### src/odt_pkg.sv
package odt_pkg;
  // Mode register bit positions
  localparam int MR1_RTT_A2 = 2;
  localparam int MR1_RTT_A6 = 6;
  localparam int MR1_RTT_A9 = 9;
  localparam int MR1_TDQS_A11 = 11;
  localparam int MR1_AL_LO = 3;
  localparam int MR2_CWL_LO = 3;
  localparam int MR2_RTTWR_A9 = 9;
  localparam int MR2_RTTWR_A10 = 10;
  localparam int MR0_PPD_A12 = 12;
  localparam int MR1_DLL_A0 = 0;
  // Timing in clock cycles
  localparam logic [3:0] TERM_MIN_HIGH_SHORT = 4'h4;
  localparam logic [3:0] TERM_MIN_HIGH_LONG = 4'h6;
  localparam logic [4:0] TERM_LAT_OFFSET = 5'h02;
  localparam logic [4:0] CWL_BASE = 5'h05;
  localparam int DLY_DEPTH = 32;
  // Controller register offsets (APB)
  localparam logic [7:0] REG_CTRL = 8'h00;
  localparam logic [7:0] REG_MR0 = 8'h04;
  localparam logic [7:0] REG_MR1 = 8'h08;
  localparam logic [7:0] REG_MR2 = 8'h0C;
  localparam logic [7:0] REG_CMD = 8'h10;
  localparam logic [7:0] REG_STATUS = 8'h14;
  // CTRL fields
  localparam int CTRL_ODT_REQ = 0;
  localparam int CTRL_DLL_OFF = 1;
  localparam int CTRL_BL8 = 2;
  // CMD fields: bit0 write, bit1 read, bit2 mrs
  localparam int CMD_WR = 0;
  localparam int CMD_RD = 1;
  localparam int CMD_MRS = 2;
  localparam logic [15:0] MR_RESET = 16'h0000;

  typedef enum logic [1:0] {
    ODT_IDLE = 2'b00,
    ODT_HIGH = 2'b01,
    ODT_HOLD = 2'b10
  } odt_state_e;

  function automatic logic [4:0] term_latency(input logic [15:0] mr1, input logic [15:0] mr2);
    logic [4:0] al;
    logic [4:0] cas_write_latency;
    al = 5'h00;
    cas_write_latency = CWL_BASE + {2'b00, mr2[MR2_CWL_LO +: 3]};
    unique case (mr1[MR1_AL_LO +: 2])
      2'b01: al = cas_write_latency - 5'h01;
      2'b10: al = cas_write_latency - 5'h02;
      default: al = 5'h00;
    endcase
    term_latency = cas_write_latency + al - TERM_LAT_OFFSET;
  endfunction

  function automatic logic term_enabled(input logic [15:0] mr1, input logic [15:0] mr2);
    term_enabled = mr1[MR1_RTT_A9] | mr1[MR1_RTT_A6] | mr1[MR1_RTT_A2] | mr2[MR2_RTTWR_A10] | mr2[MR2_RTTWR_A9];
  endfunction
endpackage

### src/odt_if.sv
`timescale 1ns/1ns
interface odt_if;
  logic odt;
  logic wr_cmd;
  logic rd_cmd;
  logic mrs_cmd;
  logic [1:0] mrs_sel;
  logic [15:0] mrs_data;
  logic self_refresh;
  logic cke;
  modport device (input odt, wr_cmd, rd_cmd, mrs_cmd, mrs_sel, mrs_data, self_refresh, cke);
  modport ctrl (output odt, wr_cmd, rd_cmd, mrs_cmd, mrs_sel, mrs_data, self_refresh, cke);
endinterface

### src/odt_ctrl_end.sv
`timescale 1ns/1ns
module odt_ctrl_end (
  // Clock and reset
  input wire logic CLK_SYS,
  input wire logic RESET,
  // APB slave
  input wire logic PSEL,
  input wire logic PENABLE,
  input wire logic PWRITE,
  input wire logic [7:0] PADDR,
  input wire logic [31:0] PWDATA,
  output logic [31:0] PRDATA,
  output logic PREADY,
  output logic PSLVERR,
  // Link
  odt_if.ctrl link
);
  typedef struct packed {
    logic [2:0] ctrl;
    logic [15:0] mr0;
    logic [15:0] mr1;
    logic [15:0] mr2;
    odt_pkg::odt_state_e state;
    logic [3:0] hold;
    logic odt;
    logic wr;
    logic rd;
    logic mrs;
    logic [1:0] sel;
    logic [15:0] data;
    logic [31:0] prdata;
    logic pready;
    logic pslverr;
  } odt_ctl_s;
  odt_ctl_s st, next_st;
  logic access;
  logic want_high;

  always_comb begin
    next_st = st;
    access = PSEL & PENABLE & ~st.pready;
    next_st.pready = access;
    next_st.pslverr = 1'b0;
    next_st.wr = 1'b0;
    next_st.rd = 1'b0;
    next_st.mrs = 1'b0;
    // DLL-off masks the request; a pin already high stays up until its hold ends
    want_high = st.ctrl[odt_pkg::CTRL_ODT_REQ] & ~st.ctrl[odt_pkg::CTRL_DLL_OFF];
    if (access) begin
      next_st.prdata = 32'h0000_0000;
      unique case (PADDR)
        odt_pkg::REG_CTRL: begin
          if (PWRITE) next_st.ctrl = PWDATA[2:0];
          next_st.prdata = {29'h0000_0000, st.ctrl};
        end
        odt_pkg::REG_MR0: begin
          if (PWRITE) next_st.mr0 = PWDATA[15:0];
          next_st.prdata = {16'h0000, st.mr0};
        end
        odt_pkg::REG_MR1: begin
          if (PWRITE) next_st.mr1 = PWDATA[15:0];
          next_st.prdata = {16'h0000, st.mr1};
        end
        odt_pkg::REG_MR2: begin
          if (PWRITE) next_st.mr2 = PWDATA[15:0];
          next_st.prdata = {16'h0000, st.mr2};
        end
        odt_pkg::REG_CMD: begin
          if (PWRITE) begin
            next_st.wr = PWDATA[odt_pkg::CMD_WR];
            next_st.rd = PWDATA[odt_pkg::CMD_RD];
            next_st.mrs = PWDATA[odt_pkg::CMD_MRS];
            next_st.sel = PWDATA[5:4];
            next_st.data = (PWDATA[5:4] == 2'b00) ? st.mr0 : (PWDATA[5:4] == 2'b01) ? st.mr1 : st.mr2;
          end
        end
        odt_pkg::REG_STATUS: next_st.prdata = {26'h0000000, st.hold, st.state};
        default: next_st.pslverr = 1'b1;
      endcase
    end
    unique case (st.state)
      odt_pkg::ODT_IDLE: begin
        if (want_high) begin
          next_st.odt = 1'b1;
          next_st.state = odt_pkg::ODT_HIGH;
          next_st.hold = odt_pkg::TERM_MIN_HIGH_SHORT - 4'h1;
        end
      end
      odt_pkg::ODT_HIGH: begin
        if (st.hold != 4'h0) next_st.hold = st.hold - 4'h1;
        // Write with pin high extends the hold to at least the minimum for the burst: TERM_MIN_HIGH_LONG with CTRL_BL8, else TERM_MIN_HIGH_SHORT
        if (st.wr) begin
          // Remaining count already saturated; keep the later deadline
          if (st.ctrl[odt_pkg::CTRL_BL8]) begin
            if (next_st.hold < odt_pkg::TERM_MIN_HIGH_LONG - 4'h1) begin
              next_st.hold = odt_pkg::TERM_MIN_HIGH_LONG - 4'h1;
            end
          end else begin
            if (next_st.hold < odt_pkg::TERM_MIN_HIGH_SHORT - 4'h1) begin
              next_st.hold = odt_pkg::TERM_MIN_HIGH_SHORT - 4'h1;
            end
          end
        end else if (st.hold == 4'h0 && !want_high) begin
          next_st.odt = 1'b0;
          next_st.state = odt_pkg::ODT_HOLD;
        end
      end
      odt_pkg::ODT_HOLD: next_st.state = odt_pkg::ODT_IDLE;
      default: next_st.state = odt_pkg::ODT_IDLE;
    endcase
  end

  always_ff @(posedge CLK_SYS or posedge RESET) begin
    if (RESET) begin
      st <= '0;
    end else begin
      st <= next_st;
    end
  end

  assign PRDATA = st.prdata;
  assign PREADY = st.pready;
  assign PSLVERR = st.pslverr;
  assign link.odt = st.odt;
  assign link.wr_cmd = st.wr;
  assign link.rd_cmd = st.rd;
  assign link.mrs_cmd = st.mrs;
  assign link.mrs_sel = st.sel;
  assign link.mrs_data = st.data;
  assign link.self_refresh = 1'b0;
  assign link.cke = 1'b1;
endmodule // odt_ctrl_end

### src/flat_wrapper.sv
// flat-port wrapper written by rule: the top's interface ports become plain ports
module odt_ctrl_end_flat 
  (CLK_SYS, RESET, PSEL, PENABLE, PWRITE, PADDR, PWDATA, PRDATA, PREADY, PSLVERR, link_odt, link_wr_cmd, link_rd_cmd, link_mrs_cmd, link_mrs_sel, link_mrs_data, link_self_refresh, link_cke);
  odt_if link_i ();
  input wire logic CLK_SYS;
  input wire logic RESET;
  input wire logic PSEL;
  input wire logic PENABLE;
  input wire logic PWRITE;
  input wire logic [7:0] PADDR;
  input wire logic [31:0] PWDATA;
  output logic [31:0] PRDATA;
  output logic PREADY;
  output logic PSLVERR;
  output wire logic [$bits(link_i.odt)-1:0] link_odt;
  output wire logic [$bits(link_i.wr_cmd)-1:0] link_wr_cmd;
  output wire logic [$bits(link_i.rd_cmd)-1:0] link_rd_cmd;
  output wire logic [$bits(link_i.mrs_cmd)-1:0] link_mrs_cmd;
  output wire logic [$bits(link_i.mrs_sel)-1:0] link_mrs_sel;
  output wire logic [$bits(link_i.mrs_data)-1:0] link_mrs_data;
  output wire logic [$bits(link_i.self_refresh)-1:0] link_self_refresh;
  output wire logic [$bits(link_i.cke)-1:0] link_cke;
  assign link_odt = link_i.odt;
  assign link_wr_cmd = link_i.wr_cmd;
  assign link_rd_cmd = link_i.rd_cmd;
  assign link_mrs_cmd = link_i.mrs_cmd;
  assign link_mrs_sel = link_i.mrs_sel;
  assign link_mrs_data = link_i.mrs_data;
  assign link_self_refresh = link_i.self_refresh;
  assign link_cke = link_i.cke;
  odt_ctrl_end u_core (.CLK_SYS(CLK_SYS), .RESET(RESET), .PSEL(PSEL), .PENABLE(PENABLE), .PWRITE(PWRITE), .PADDR(PADDR), .PWDATA(PWDATA), .PRDATA(PRDATA), .PREADY(PREADY), .PSLVERR(PSLVERR), .link(link_i));
endmodule
### config.mk
export PLATFORM = sky130hd
export DESIGN_NAME = odt_ctrl_end_flat
export DESIGN_NICKNAME = d
export VERILOG_FILES = /design/src/odt_pkg.sv /design/src/odt_if.sv /design/src/odt_ctrl_end.sv /design/src/flat_wrapper.sv
export SDC_FILE = /design/constraint.sdc
export NUM_CORES = 1
export LEC_CHECK = 0
export BUFFER_PORTS_ARGS = -buffer_cell sky130_fd_sc_hd__buf_2
export CAP_MARGIN = 20
export CORE_MARGIN = 2
export CORE_UTILIZATION = 50
export DETAILED_ROUTE_END_ITERATION = 8
export PLACE_DENSITY = 0.74
export RECOVER_POWER = 100
export SETUP_SLACK_MARGIN = 0.3
export SYNTH_ARGS = -nofsm -noshare
export SYNTH_HDL_FRONTEND = slang
export SYNTH_SLANG_ARGS = --single-unit
### constraint.sdc
create_clock -name CLK_SYS -period 2.8 [get_ports CLK_SYS]
set_input_delay 0.42 -clock CLK_SYS [delete_from_list [all_inputs] [get_ports CLK_SYS]]
set_output_delay 0.42 -clock CLK_SYS [all_outputs]
set_load 0.02 [all_outputs]
; ---- Word-level counts from Yosys, hierarchy flattened
; Index checks and enable logic that the tools add are counted.
[word_totals]
word_cells = 71
latch_bits = 0
in_bits = 45
ff_bits = 113
mem_count = 0
ram_bits = 0
romBits = 0
out_inout_bits = 58
[classes]
n_div = 0
order_cmp = 2
n_mul = 0
n_addsub = 1
reduce_logical = 17
shifts = 0
n_eq_ne = 10
bitwise = 5
n_mux = 21
[op_table]
columns = cell, n
row1 = $pmux W16 S5, 1
row2 = $mux W53, 1
row3 = $mux W21, 2
row4 = $mux W16, 2
row5 = $mux W4, 6
row6 = $reduce_and A3 Y1, 6
row7 = $eq A8 B4 Y1 const B, 2
row8 = $eq A8 B5 Y1 const B, 2
row9 = $pmux W5 S2, 1
row10 = $eq A8 B3 Y1 const B, 1
row11 = $logic_not A8 Y1, 1
row12 = $mux W7, 1
row13 = $reduce_or A6 Y1, 1
row14 = $eq A2 B1 Y1 const B, 2
row15 = $logic_not A2 Y1, 2
row16 = $logic_not A4 Y1, 1
row17 = $lt A4 B2 Y1 const B, 1
row18 = $lt A4 B3 Y1 const B, 1
row19 = $mux W1, 4
row20 = $mux W2, 2
row21 = $ne A2 B1 Y1 const B, 2
row22 = $pmux W2 S2, 1
row23 = $reduce_and A4 Y1, 1
row24 = $reduce_bool A4 Y1, 1
row25 = other kinds (8), 11

; ---- Depth between registers and ports, before layout
; Gate-level depths: netlist of the first run.
[logic_depth]
depth_word = 8
ltp_mapped = 7
mapped_depth_nobuf = 6

; ---- Worst setup path before layout of the first run
; OpenSTA, ideal clock, no wires.
[synth_path]
kind = in2reg
startpoint = input port PADDR[0]
endpoint = register u_core.st[78] (netlist name)
arrival_time_ns = 2.071
path_stages = 6
setup_ns = 0.125
required_time_ns = 2.675
slack_ns = 0.604
path_buffers = 2
cell_sequence = or4_4 > nor4_4 > and3b_1 > buf_6 > buf_8 > mux2_2
[synth_via]
elab_chain_len = 2
[synth_rtl]
columns = element, line_no
row1 = from (decl), flat_wrapper.sv:10  ; input wire logic [7:0] PADDR;
row2 = $eq A8 B4 Y1, odt_ctrl_end.sv:51  ; unique case (PADDR)
row3 = $reduce_and A3 Y1 (no source line), -
row4 = to (signal assigned), odt_ctrl_end.sv:117  ; st <= next_st;
row5 = to (decl), odt_ctrl_end.sv:35  ; odt_ctl_s st, next_st;
; No other way between the ends.
; A chain may end at the register's enable or synchronous reset.

; ---- Worst setup path after layout of the first run
[layout_path]
startpoint = register u_core.st, in the netlist u_core.PREADY
endpoint = register u_core.st[81] (netlist name)
[layout_via]
elab_chain_len = 3
[layout_rtl]
columns = element, line_no
row1 = $not A1 Y1, odt_ctrl_end.sv:41  ; access = PSEL & PENABLE & ~st.pready;
row2 = $and A1 B1 Y1, odt_ctrl_end.sv:41
row3 = $reduce_and A3 Y1 (no source line), -
; No other way between the ends.

==> results of run 1 <==
## power by group through the flow
stage               Sequential (uW)  Clock, uW  Combinational [uW]
floorplan                      1500          0                 297
global placement               1510          0                 366
detailed placement             1510          0                 379
CTS                            1490        917                 379
global route                   1490        987                 410
finish                         1490        893                 370
## registers in the layout (all words and copies together) (netlist names)
| name | count |
|---|---|
| u_core.link.mrs_sel | 2 |
| u_core.PRDATA | 16 |
| u_core.link.mrs_data | 16 |
| u_core.link.rd_cmd | 1 |
| u_core.st | 57 |
| u_core.PREADY | 1 |
| u_core.link.wr_cmd | 1 |
| u_core.PSLVERR | 1 |
| u_core.link.mrs_cmd | 1 |
| u_core.link.odt | 1 |
## per-layer routing
metal,part of all wire (%),up-vias
li1,-,1501
met1,46,1589
met2,48,89
met3,4.7,8
met4,1.1,0
met5,0,-
## synthesized netlist by cell type (2+ instances only)
library cell   n  area [um^2]
dfrtp_1       97         2430
mux2_2        83          935
buf_4         52          390
nand2_1       31          116
o21ai_0       31          155
mux2i_1       25          250
nor2_1        16         60.1
clkbuf_1      14         52.6
a22oi_1       10         75.1
inv_1         10         37.5
a22o_1         6         52.6
a21oi_1        4         20.0
a221o_1        4         40.0
a32o_1         4         40.0
nand2b_1       4         25.0
buf_1          3         11.3
buf_2          3         15.0
buf_6          3         33.8
a211oi_1       2         15.0
a21o_1         2         15.0
conb_1         2         7.51
nand3_1        2         10.0
nor3_1         2         10.0
## metrics by stage
step	worst slack [ns]	instances	area (um^2)	utilization, %	hold slack, ns
3_5_place_dp	0.385	581	5130	52.8	0.471
2_1_floorplan	0.604	446	5060	-	0.451
4_1_cts	0.654	597	5320	54.7	0.0773
5_1_grt	0.318	597	5230	53.7	0.238
3_3_place_gp	0.426	581	5130	52.8	0.470
6_report	0.439	597	5230	53.7	0.175
## kinds of logic after synthesis
kind of cell	Yosys count
AOI/OAI and AO/OA	68
and+or+nand+nor	67
other	2
muxes	109
DFF	97
adders and majority gates	1
buffers and inverters	86
## area by class of cell
cell class | count | area share, %
flip-flops and latches | 97 | 46.4
clock buffers | 12 | 2.58
multi-input cells | 263 | 39.5
well taps | 133 | 3.18
repair buffers | 78 | 6.51
clock inverters | 4 | 1.03
inverters | 10 | 0.742
## worst paths after layout
check                      cells past startpoint                          from  slack, ns                            to
max                                            5       u_core.PREADY$_DFF_PP0_       0.44     u_core.st[81]$_DFFE_PP0P_
min                                            2                         RESET       0.18     u_core.st[96]$_DFFE_PP0P_
max reg2reg                                    5       u_core.PREADY$_DFF_PP0_       0.44     u_core.st[81]$_DFFE_PP0P_
min reg2reg                                    2  u_core.PRDATA[9]$_DFFE_PP0P_       0.49  u_core.PRDATA[9]$_DFFE_PP0P_
max in group asynchronous                      3                         RESET       0.89     u_core.st[76]$_DFFE_PP0P_
min in group CLK_SYS                           3                     PWDATA[0]       0.31  u_core.link.wr_cmd$_DFF_PP0_
==> results.yml, run 1 <==
finish:
  diodes: 0
  most-common-layout-cells: "dfrtp_1 (97), mux2_2 (82), clkbuf_1 (49)"
  drive_above_1_share_pct: 28.4
  final_common_cell: "dfrtp_1"
  fillers: 882
  register_area_um2: 2430
  syn_to_final_growth_pct: 4.71
  layout.nets: 505
  multi_input_area_um2: 2070
grt:
  groute.usage.overall_pct: 19.5
  grt_pass1_vias: 3272
  antenna_found_initial: 0
  grtUsageMet3_pct: 3.51
  grt_overflow: 0
  grt_pass1_wl_um: 16700
  top_usage_layer: "met2"
  gr-usage-met2_pct: 31.5
  global_route.usage.met1_pct: 26.4
  grt_max_degree: 55
clocking:
  clock_latency_ns: 0.36
  cts_tree: "done"
  clockBufferDepth: 2
  cts_hold_buf: 0
  cts_max_level: 3
  clkTransAtPathRegs_ns: 0.10
  cts_setup_buffers: 0
  cts_made_buffers: 9
  cts_num_sinks: 97
  root_buffer: "clkbuf_8"
  cts_resized: 0
synthesis:
  synth-compound-area-share_pct: 9.15
  synth_edf_count: 0
  async_reset_ff_share_pct: 100
  ys_types: 43
  synthesis.area_um2: 4990
  syn_area_per_cell_um2: 11.6
  synth.mux.area_fraction_pct: 24.0
  synthFlopType: "dfrtp_1"
  synth.ff_latch_count: 97
  synth_xor_area_share_pct: 0
  ys_seq_area_share_pct: 48.6
  synthSimpleGateAreaFrac_pct: 6.77
  synth_fa_ha_area_share_pct: 0.251
  synth_top_family_by_area: "multiplexers"
  netlist_instances: 430
  yosysWarnings: 0
critical_path:
  slowest_delay_ns: 0.50
  cp-start-kind: "flip-flop"
  cp_num_buf_inv: 1
  crit_slowest_cell: "nor4_4"
  worst_ep_arrival_time_ns: 2.61
  required_ns: 3.05
  crit_chain: "nand3b_1 -> nor4_4 -> and3b_1 -> clkbuf_1 -> mux2_2"
  critPathTopFamily: "simple AND/OR/NAND/NOR gates"
  crit_path_end_kind: "flip-flop"
  path_class: "flip-flop to flip-flop"
  path_max_fanout: 7
power:
  clkPwrFrac_pct: 32.5
  p_leak_uw: 0.00255
  swShare_pct: 27.8
  power_density_nw_per_um2: 526
  vdd_ir_drop_max_v: 0.000216
  switchingPower_uw: 764
  p_int_uw: 1990
  p_seq_share_pct: 54.1
  comb_power_share_pct: 13.5
  p_total_uw: 2750
route:
  vias: 3187
  wire_per_inst_um: 16.8
  routed_wl_um: 10000
  viasPerCell: 5.34
  drtAntennaViolNets: 0
  firstDrtPassIters: 4
  drt-initial-drc-count: 167
  drc: 0
floorplanning:
  rows: 36
  die_h_um: 104
  die_width_um: 104
  core_um2: 9730
  die-area_um2: 10800
  io_pins: 103
  initial_utilization_pct: 51.3
sta:
  finalSetupViolations: 0
  maxSlewHeadroom_pct: 12.2
  setup_tns_ns: 0
  finalClockSkew_ns: 0.0106
  hold_violations: 0
  rsz0062_at_grt: "false"
  tightestPinTransition_ns: 1.32
  fin_crit_ns: 2.36
  finalCritPeriodShare_pct: 84.3
  drv_slew: 0
  fmax_mhz: 424
place:
  hpwl_um: 6800
  io_buffers: 68
  gp_congestion: 0.756
job:
  cap_violations: 0
worst_hold_path:
  hp-class: "input port to async pin"
outcome:
  status: "finished, final reports clean"
(Power assumes the default switching activity.)
==> inputs of run 2 (changes only) <==
==> constraint.sdc (replaced) <==
create_clock -name CLK_SYS -period 1.95 [get_ports CLK_SYS]
set_input_delay 0.2925 -clock CLK_SYS [delete_from_list [all_inputs] [get_ports CLK_SYS]]
set_output_delay 0.2925 -clock CLK_SYS [all_outputs]
set_load 0.02 [all_outputs]
==> run 2 against run 1 <==
- global-route usage up 0.089 points
- via count up 3.6%
- power up 53%
- die area unchanged
- cell area up 4.8%
- first-iteration DRC count up 1.8%
- setup slack worse by 0.34 ns
- cell count up 2.8%
- flip-flop and latch count unchanged
- clock-buffer cell count down 3
- worst hold slack worse by 0.013 ns
- largest cell class unchanged
==> results.yml, run 2 (synthesis gave the netlist of run 1 again) <==
outcome:
  status: "finished, final reports clean"
critical_path:
  critPathTopFamily: "simple AND/OR/NAND/NOR gates"
  rr_endpoint: "u_core.st[96]$_DFFE_PP0P_"
  path_max_fanout: 8
  crit_path_end_kind: "flip-flop"
  crit_chain: "buf_2 -> or4_1 -> nor4_4 -> buf_4 -> nand2_4 -> clkbuf_2 -> mux2_2"
  rr_worst_depth: 6
  r2r-start: "u_core.PREADY$_DFF_PP0_"
  required_ns: 2.21
  crit_slowest_cell: "or4_1"
  worst_ep_arrival_time_ns: 2.11
  path_class: "input port to flip-flop"
  slowest_delay_ns: 0.59
  cp_num_buf_inv: 3
  timing.critical_path.depth: 7
  cp-startpoint: "PADDR[0]"
  r2r_slack_ns: 0.15
  cp-start-kind: "input port"
worst_hold_path:
  hp-class: "input port to flip-flop"
  whs_endpoint: "u_core.st[91]$_DFFE_PP0P_"
  hold_depth: 2
  hold_path.startpoint: "PWDATA[13]"
sta:
  setup_tns_ns: 0
  drv_slew: 0
  hold_violations: 0
  fmax_mhz: 539
  finalClockSkew_ns: 0.00753
  rsz0062_at_grt: "true"
  timing.hold.ws_ns: 0.162
  finalSetupViolations: 0
  finalCritPeriodShare_pct: 95.1
  fin_crit_ns: 1.85
  tightestPinTransition_ns: 1.31
  maxSlewHeadroom_pct: 12.9
place:
  io_buffers: 68
  hpwl_um: 7020
  gp_congestion: 0.809
  placed_area_um2: 5250
floorplanning:
  core_um2: 9730
  initial_utilization_pct: 51.3
  rows: 36
  die-area_um2: 10800
  io_pins: 103
  die_width_um: 104
  die_h_um: 104
grt:
  groute.usage.overall_pct: 19.6
  antenna_found_initial: 0
  grt_pass1_vias: 3309
  grt_overflow: 0
  grt_max_degree: 98
  grt_pass1_wl_um: 16900
route:
  firstDrtPassIters: 4
  vias: 3301
  viasPerCell: 5.38
  routed_wl_um: 10400
  drc: 0
  wire_per_inst_um: 17.0
  drtAntennaViolNets: 0
  drt-initial-drc-count: 170
finish:
  drive_above_1_share_pct: 32.8
  most-common-layout-cells: "dfrtp_1 (94), mux2_2 (67), clkbuf_1 (42)"
  final_area_um2: 5480
  syn_to_final_growth_pct: 9.75
  layout.nets: 522
  final_common_cell: "dfrtp_1"
  largest_reg_flops: 57
  diodes: 0
  top_register: "u_core.st"
  fillers: 866
  final_util_pct: 56.3
clocking:
  clock_latency_ns: 0.37
  cts_max_level: 3
  cts_tree: "done"
  root_buffer: "clkbuf_8"
  cts_made_buffers: 9
  clockBufferDepth: 2
  clkTransAtPathRegs_ns: 0.10
  cts_num_sinks: 97
power:
  power_density_nw_per_um2: 767
  p_leak_uw: 0.00268
  vdd_ir_drop_max_v: 0.000380
job:
  cap_violations: 0
run 2: layer usage:
layer  GRT usage [%]  wire (um)  vias up
met3            4.57        473        8
met5               0          0        -
met4            5.02        102        0
li1                -          -     1529
met1            26.9       4930     1677
met2            31.5       4900       87
run 2: through the flow:
stage	power (uW)	std cells	setup slack (ns)
2_1_floorplan	2590	446	-0.150
3_3_place_gp	2710	592	-0.142
3_5_place_dp	2730	592	-0.142
4_1_cts	4160	609	0.159
5_1_grt	4390	614	0.0366
6_report	4200	614	0.0954
run 2: what timing repair did:
action | CTS | global route
setup endpoints to repair | 82 | 85
hold buffers | 0 | 0
gates resized for setup | 19 | 34
buffers inserted | 1 | 5
pin swaps | 1 | 5
hold endpoints to repair | 0 | 0
run 2: area by class of cell:
| class | count | area, um^2 | share of cell area, % |
|---|---|---|---|
| Clock buffer | 9 | 124 | 2.26 |
| Clock inverter | 7 | 78.8 | 1.44 |
| Inverter | 10 | 41.3 | 0.753 |
| Multi-Input combinational cell | 263 | 2150 | 39.2 |
| Sequential cell | 97 | 2430 | 44.4 |
| Tap cell | 133 | 166 | 3.04 |
| Timing Repair Buffer | 95 | 492 | 8.97 |
run 2: power breakdown:
group	switching, uW	internal [uW]
Sequential	77.3	2070
Combinational	407	302
Clock	743	604
run 2: worst register-to-register path: cells and delay by family, from the launching register on:
| kind | cells | cell delay [ns] |
|---|---|---|
| buffers and inverters | 2 | 0.42 |
| DFF | 1 | 0.38 |
| muxes | 1 | 0.32 |
| and+or+nand+nor | 3 | 0.58 |
run 2: worst max-delay path by stage:
stage,end,slack [ns]
after floorplan,u_core.st[78]$_DFFE_PP0P_,-0.15
after global placement,u_core.st[85]$_DFFE_PP0P_,-0.14
after global routing,u_core.st[94]$_DFFE_PP0P_,0.04
final,u_core.st[96]$_DFFE_PP0P_,0.1
after detailed placement,u_core.st[92]$_DFFE_PP0P_,-0.14
after CTS,u_core.link.mrs_sel[0]$_DFFE_PP0P_,0.16
==> inputs of run 3 (changes only) <==
--- a/config.mk
+++ b/config.mk
@@ -8,9 +8,10 @@
 export BUFFER_PORTS_ARGS = -buffer_cell sky130_fd_sc_hd__buf_2
 export CAP_MARGIN = 20
 export CORE_MARGIN = 2
-export CORE_UTILIZATION = 50
+export CORE_UTILIZATION = 51
+export CTS_BUF_LIST = sky130_fd_sc_hd__clkbuf_2 sky130_fd_sc_hd__clkbuf_4 sky130_fd_sc_hd__clkbuf_8
 export DETAILED_ROUTE_END_ITERATION = 8
-export PLACE_DENSITY = 0.74
+export PLACE_DENSITY = 0.75
 export RECOVER_POWER = 100
 export SETUP_SLACK_MARGIN = 0.3
 export SYNTH_ARGS = -nofsm -noshare
==> run 3 against run 2 <==
- utilization grew 0.62 points
- setup slack improved by 0.016 ns
- fmax grew 0.86%
- clock-buffer cell count unchanged
- power increased by 1.7%
- clock power rose by 6%
- global-route usage rose by 1.2 points
- die area shrank 1.9%
- non-clock buffer count stayed put
==> results.yml, run 3 (synthesis gave the netlist of run 1 again) <==
power:
  p_total_uw: 4270
  switchingPower_uw: 1180
  clkPwrFrac_pct: 33.6
  power_density_nw_per_um2: 778
  comb_power_share_pct: 16.0
  p_seq_share_pct: 50.4
  p_int_uw: 3090
  swShare_pct: 27.6
  p_leak_uw: 0.00269
  vdd_ir_drop_max_v: 0.000470
clocking:
  cts_max_level: 3
  cts_tree: "done"
  clock_latency_ns: 0.37
  cts_num_sinks: 97
  clockBufferDepth: 2
  clkTransAtPathRegs_ns: 0.09
  cts_made_buffers: 9
  root_buffer: "clkbuf_8"
finish:
  most-common-layout-cells: "dfrtp_1 (96), mux2_2 (83), clkbuf_1 (47)"
  diodes: 0
  drive_above_1_share_pct: 33.1
  syn_to_final_growth_pct: 9.92
  layout.nets: 522
  largest_reg_flops: 57
  top_register: "u_core.st"
  final_common_cell: "dfrtp_1"
sta:
  drv_slew: 0
  hold_violations: 0
  fin_crit_ns: 1.84
  maxSlewHeadroom_pct: 12.7
  rsz0062_at_grt: "true"
  fmax_mhz: 544
  finalCritPeriodShare_pct: 94.3
  finalSetupViolations: 0
  finalClockSkew_ns: 0.00441
  tightestPinTransition_ns: 1.31
  timing.hold.ws_ns: 0.168
job:
  cap_violations: 0
floorplanning:
  io_pins: 103
  die_h_um: 103
  rows: 36
  initial_utilization_pct: 51.8
  core_um2: 9640
  die-area_um2: 10600
  die_width_um: 103
route:
  vias: 3307
  wire_per_inst_um: 17.4
  viasPerCell: 5.39
  firstDrtPassIters: 4
  routed_wl_um: 10700
  drt-initial-drc-count: 124
  drtAntennaViolNets: 0
  drc: 0
grt:
  antenna_found_initial: 0
  grt_overflow: 0
  groute.usage.overall_pct: 20.7
  grt_pass1_wl_um: 16500
  grt_max_degree: 98
  grt_pass1_vias: 3271
worst_hold_path:
  hp-class: "input port to flip-flop"
place:
  hpwl_um: 6890
  gp_congestion: 0.826
  io_buffers: 68
critical_path:
  cp-start-kind: "flip-flop"
  worst_ep_arrival_time_ns: 2.10
  crit_path_end_kind: "flip-flop"
  path_class: "flip-flop to flip-flop"
  path_max_fanout: 5
  required_ns: 2.21
outcome:
  status: "finished, final reports clean"
[run 3: cell types whose count changed in the layout (fill, tap and decap cells not counted), moves of 3 or more]
cell and delta:
clkbuf_1 +5, mux2_1 -10, buf_4 -6, mux2_4 -6
buf_12 +3, mux2_2 +16
[run 3: what timing repair did]
| action | CTS | global route |
|---|---|---|
| setup endpoints to repair | 82 | 80 |
| cloned | 1 | 2 |
| gates resized for setup | 10 | 15 |
| pin swaps | 1 | 4 |
| buffers inserted | 3 | 7 |
| hold buffers | 0 | 0 |
[run 3: area by class of cell]
class / instances / area, um^2
fillers: 884 / 4150
flip-flops and latches: 97 / 2430
multi-input cells: 263 / 2110
repair buffers: 95 / 520
well taps: 133 / 166
clock buffers: 9 / 124
clock inverters: 7 / 95.1
inverters: 10 / 43.8
[run 3: per-layer routing]
| layer | share of wire (%) | global-route usage [%] |
|---|---|---|
| met1 | 44 | 27.0 |
| met2 | 49 | 34.0 |
| met3 | 5.2 | 5.22 |
| met4 | 1.8 | 6.88 |
| met5 | 0 | 0 |
[run 3: power by group through the flow]
stage,sequential (uW),clock (uW),combinational [uW]
after floorplan,2160,0,432
final,2150,1430,684
after global routing,2160,1570,755
after CTS,2140,1470,648
after global placement,2170,0,534
after detailed placement,2180,0,557
[run 3: worst max-delay path: stages, from the launching register on]
cell and delay (ns):
dfrtp_1 0.38, nand3b_1 0.17, clkbuf_4 0.14, clkbuf_1 0.13
nor3_4 0.13, nand4_1 0.13, buf_6 0.16, clkbuf_2 0.19
mux2_2 0.30
[run 3: per-stage QoR]
step                area [um^2]  cells  utilization (%)  TNS (ns)  setup WS, ns
floorplan                  5080    446                -     -1.88        -0.150
global placement           5230    585             54.3     -5.07        -0.156
detailed placement         5230    585             54.3     -6.16        -0.182
CTS                        5540    605             57.5         0         0.182
global route               5490    614             56.9         0        0.0557
finish                     5490    614             56.9         0         0.111
[run 3: worst paths after layout]
check | from | end | slack, ns | cells past startpoint
max | u_core.PREADY$_DFF_PP0_ | u_core.link.mrs_data[0]$_DFFE_PP0P_ | 0.11 | 8
min | PWDATA[13] | u_core.st[75]$_DFFE_PP0P_ | 0.17 | 2
max reg2reg | u_core.PREADY$_DFF_PP0_ | u_core.link.mrs_data[0]$_DFFE_PP0P_ | 0.11 | 8
min reg2reg | u_core.PRDATA[14]$_DFFE_PP0P_ | u_core.PRDATA[14]$_DFFE_PP0P_ | 0.49 | 2
max in group asynchronous | RESET | u_core.st[56]$_DFFE_PP0P_ | 0.66 | 3
min in group asynchronous | RESET | u_core.link.mrs_sel[1]$_DFFE_PP0P_ | 0.38 | 3
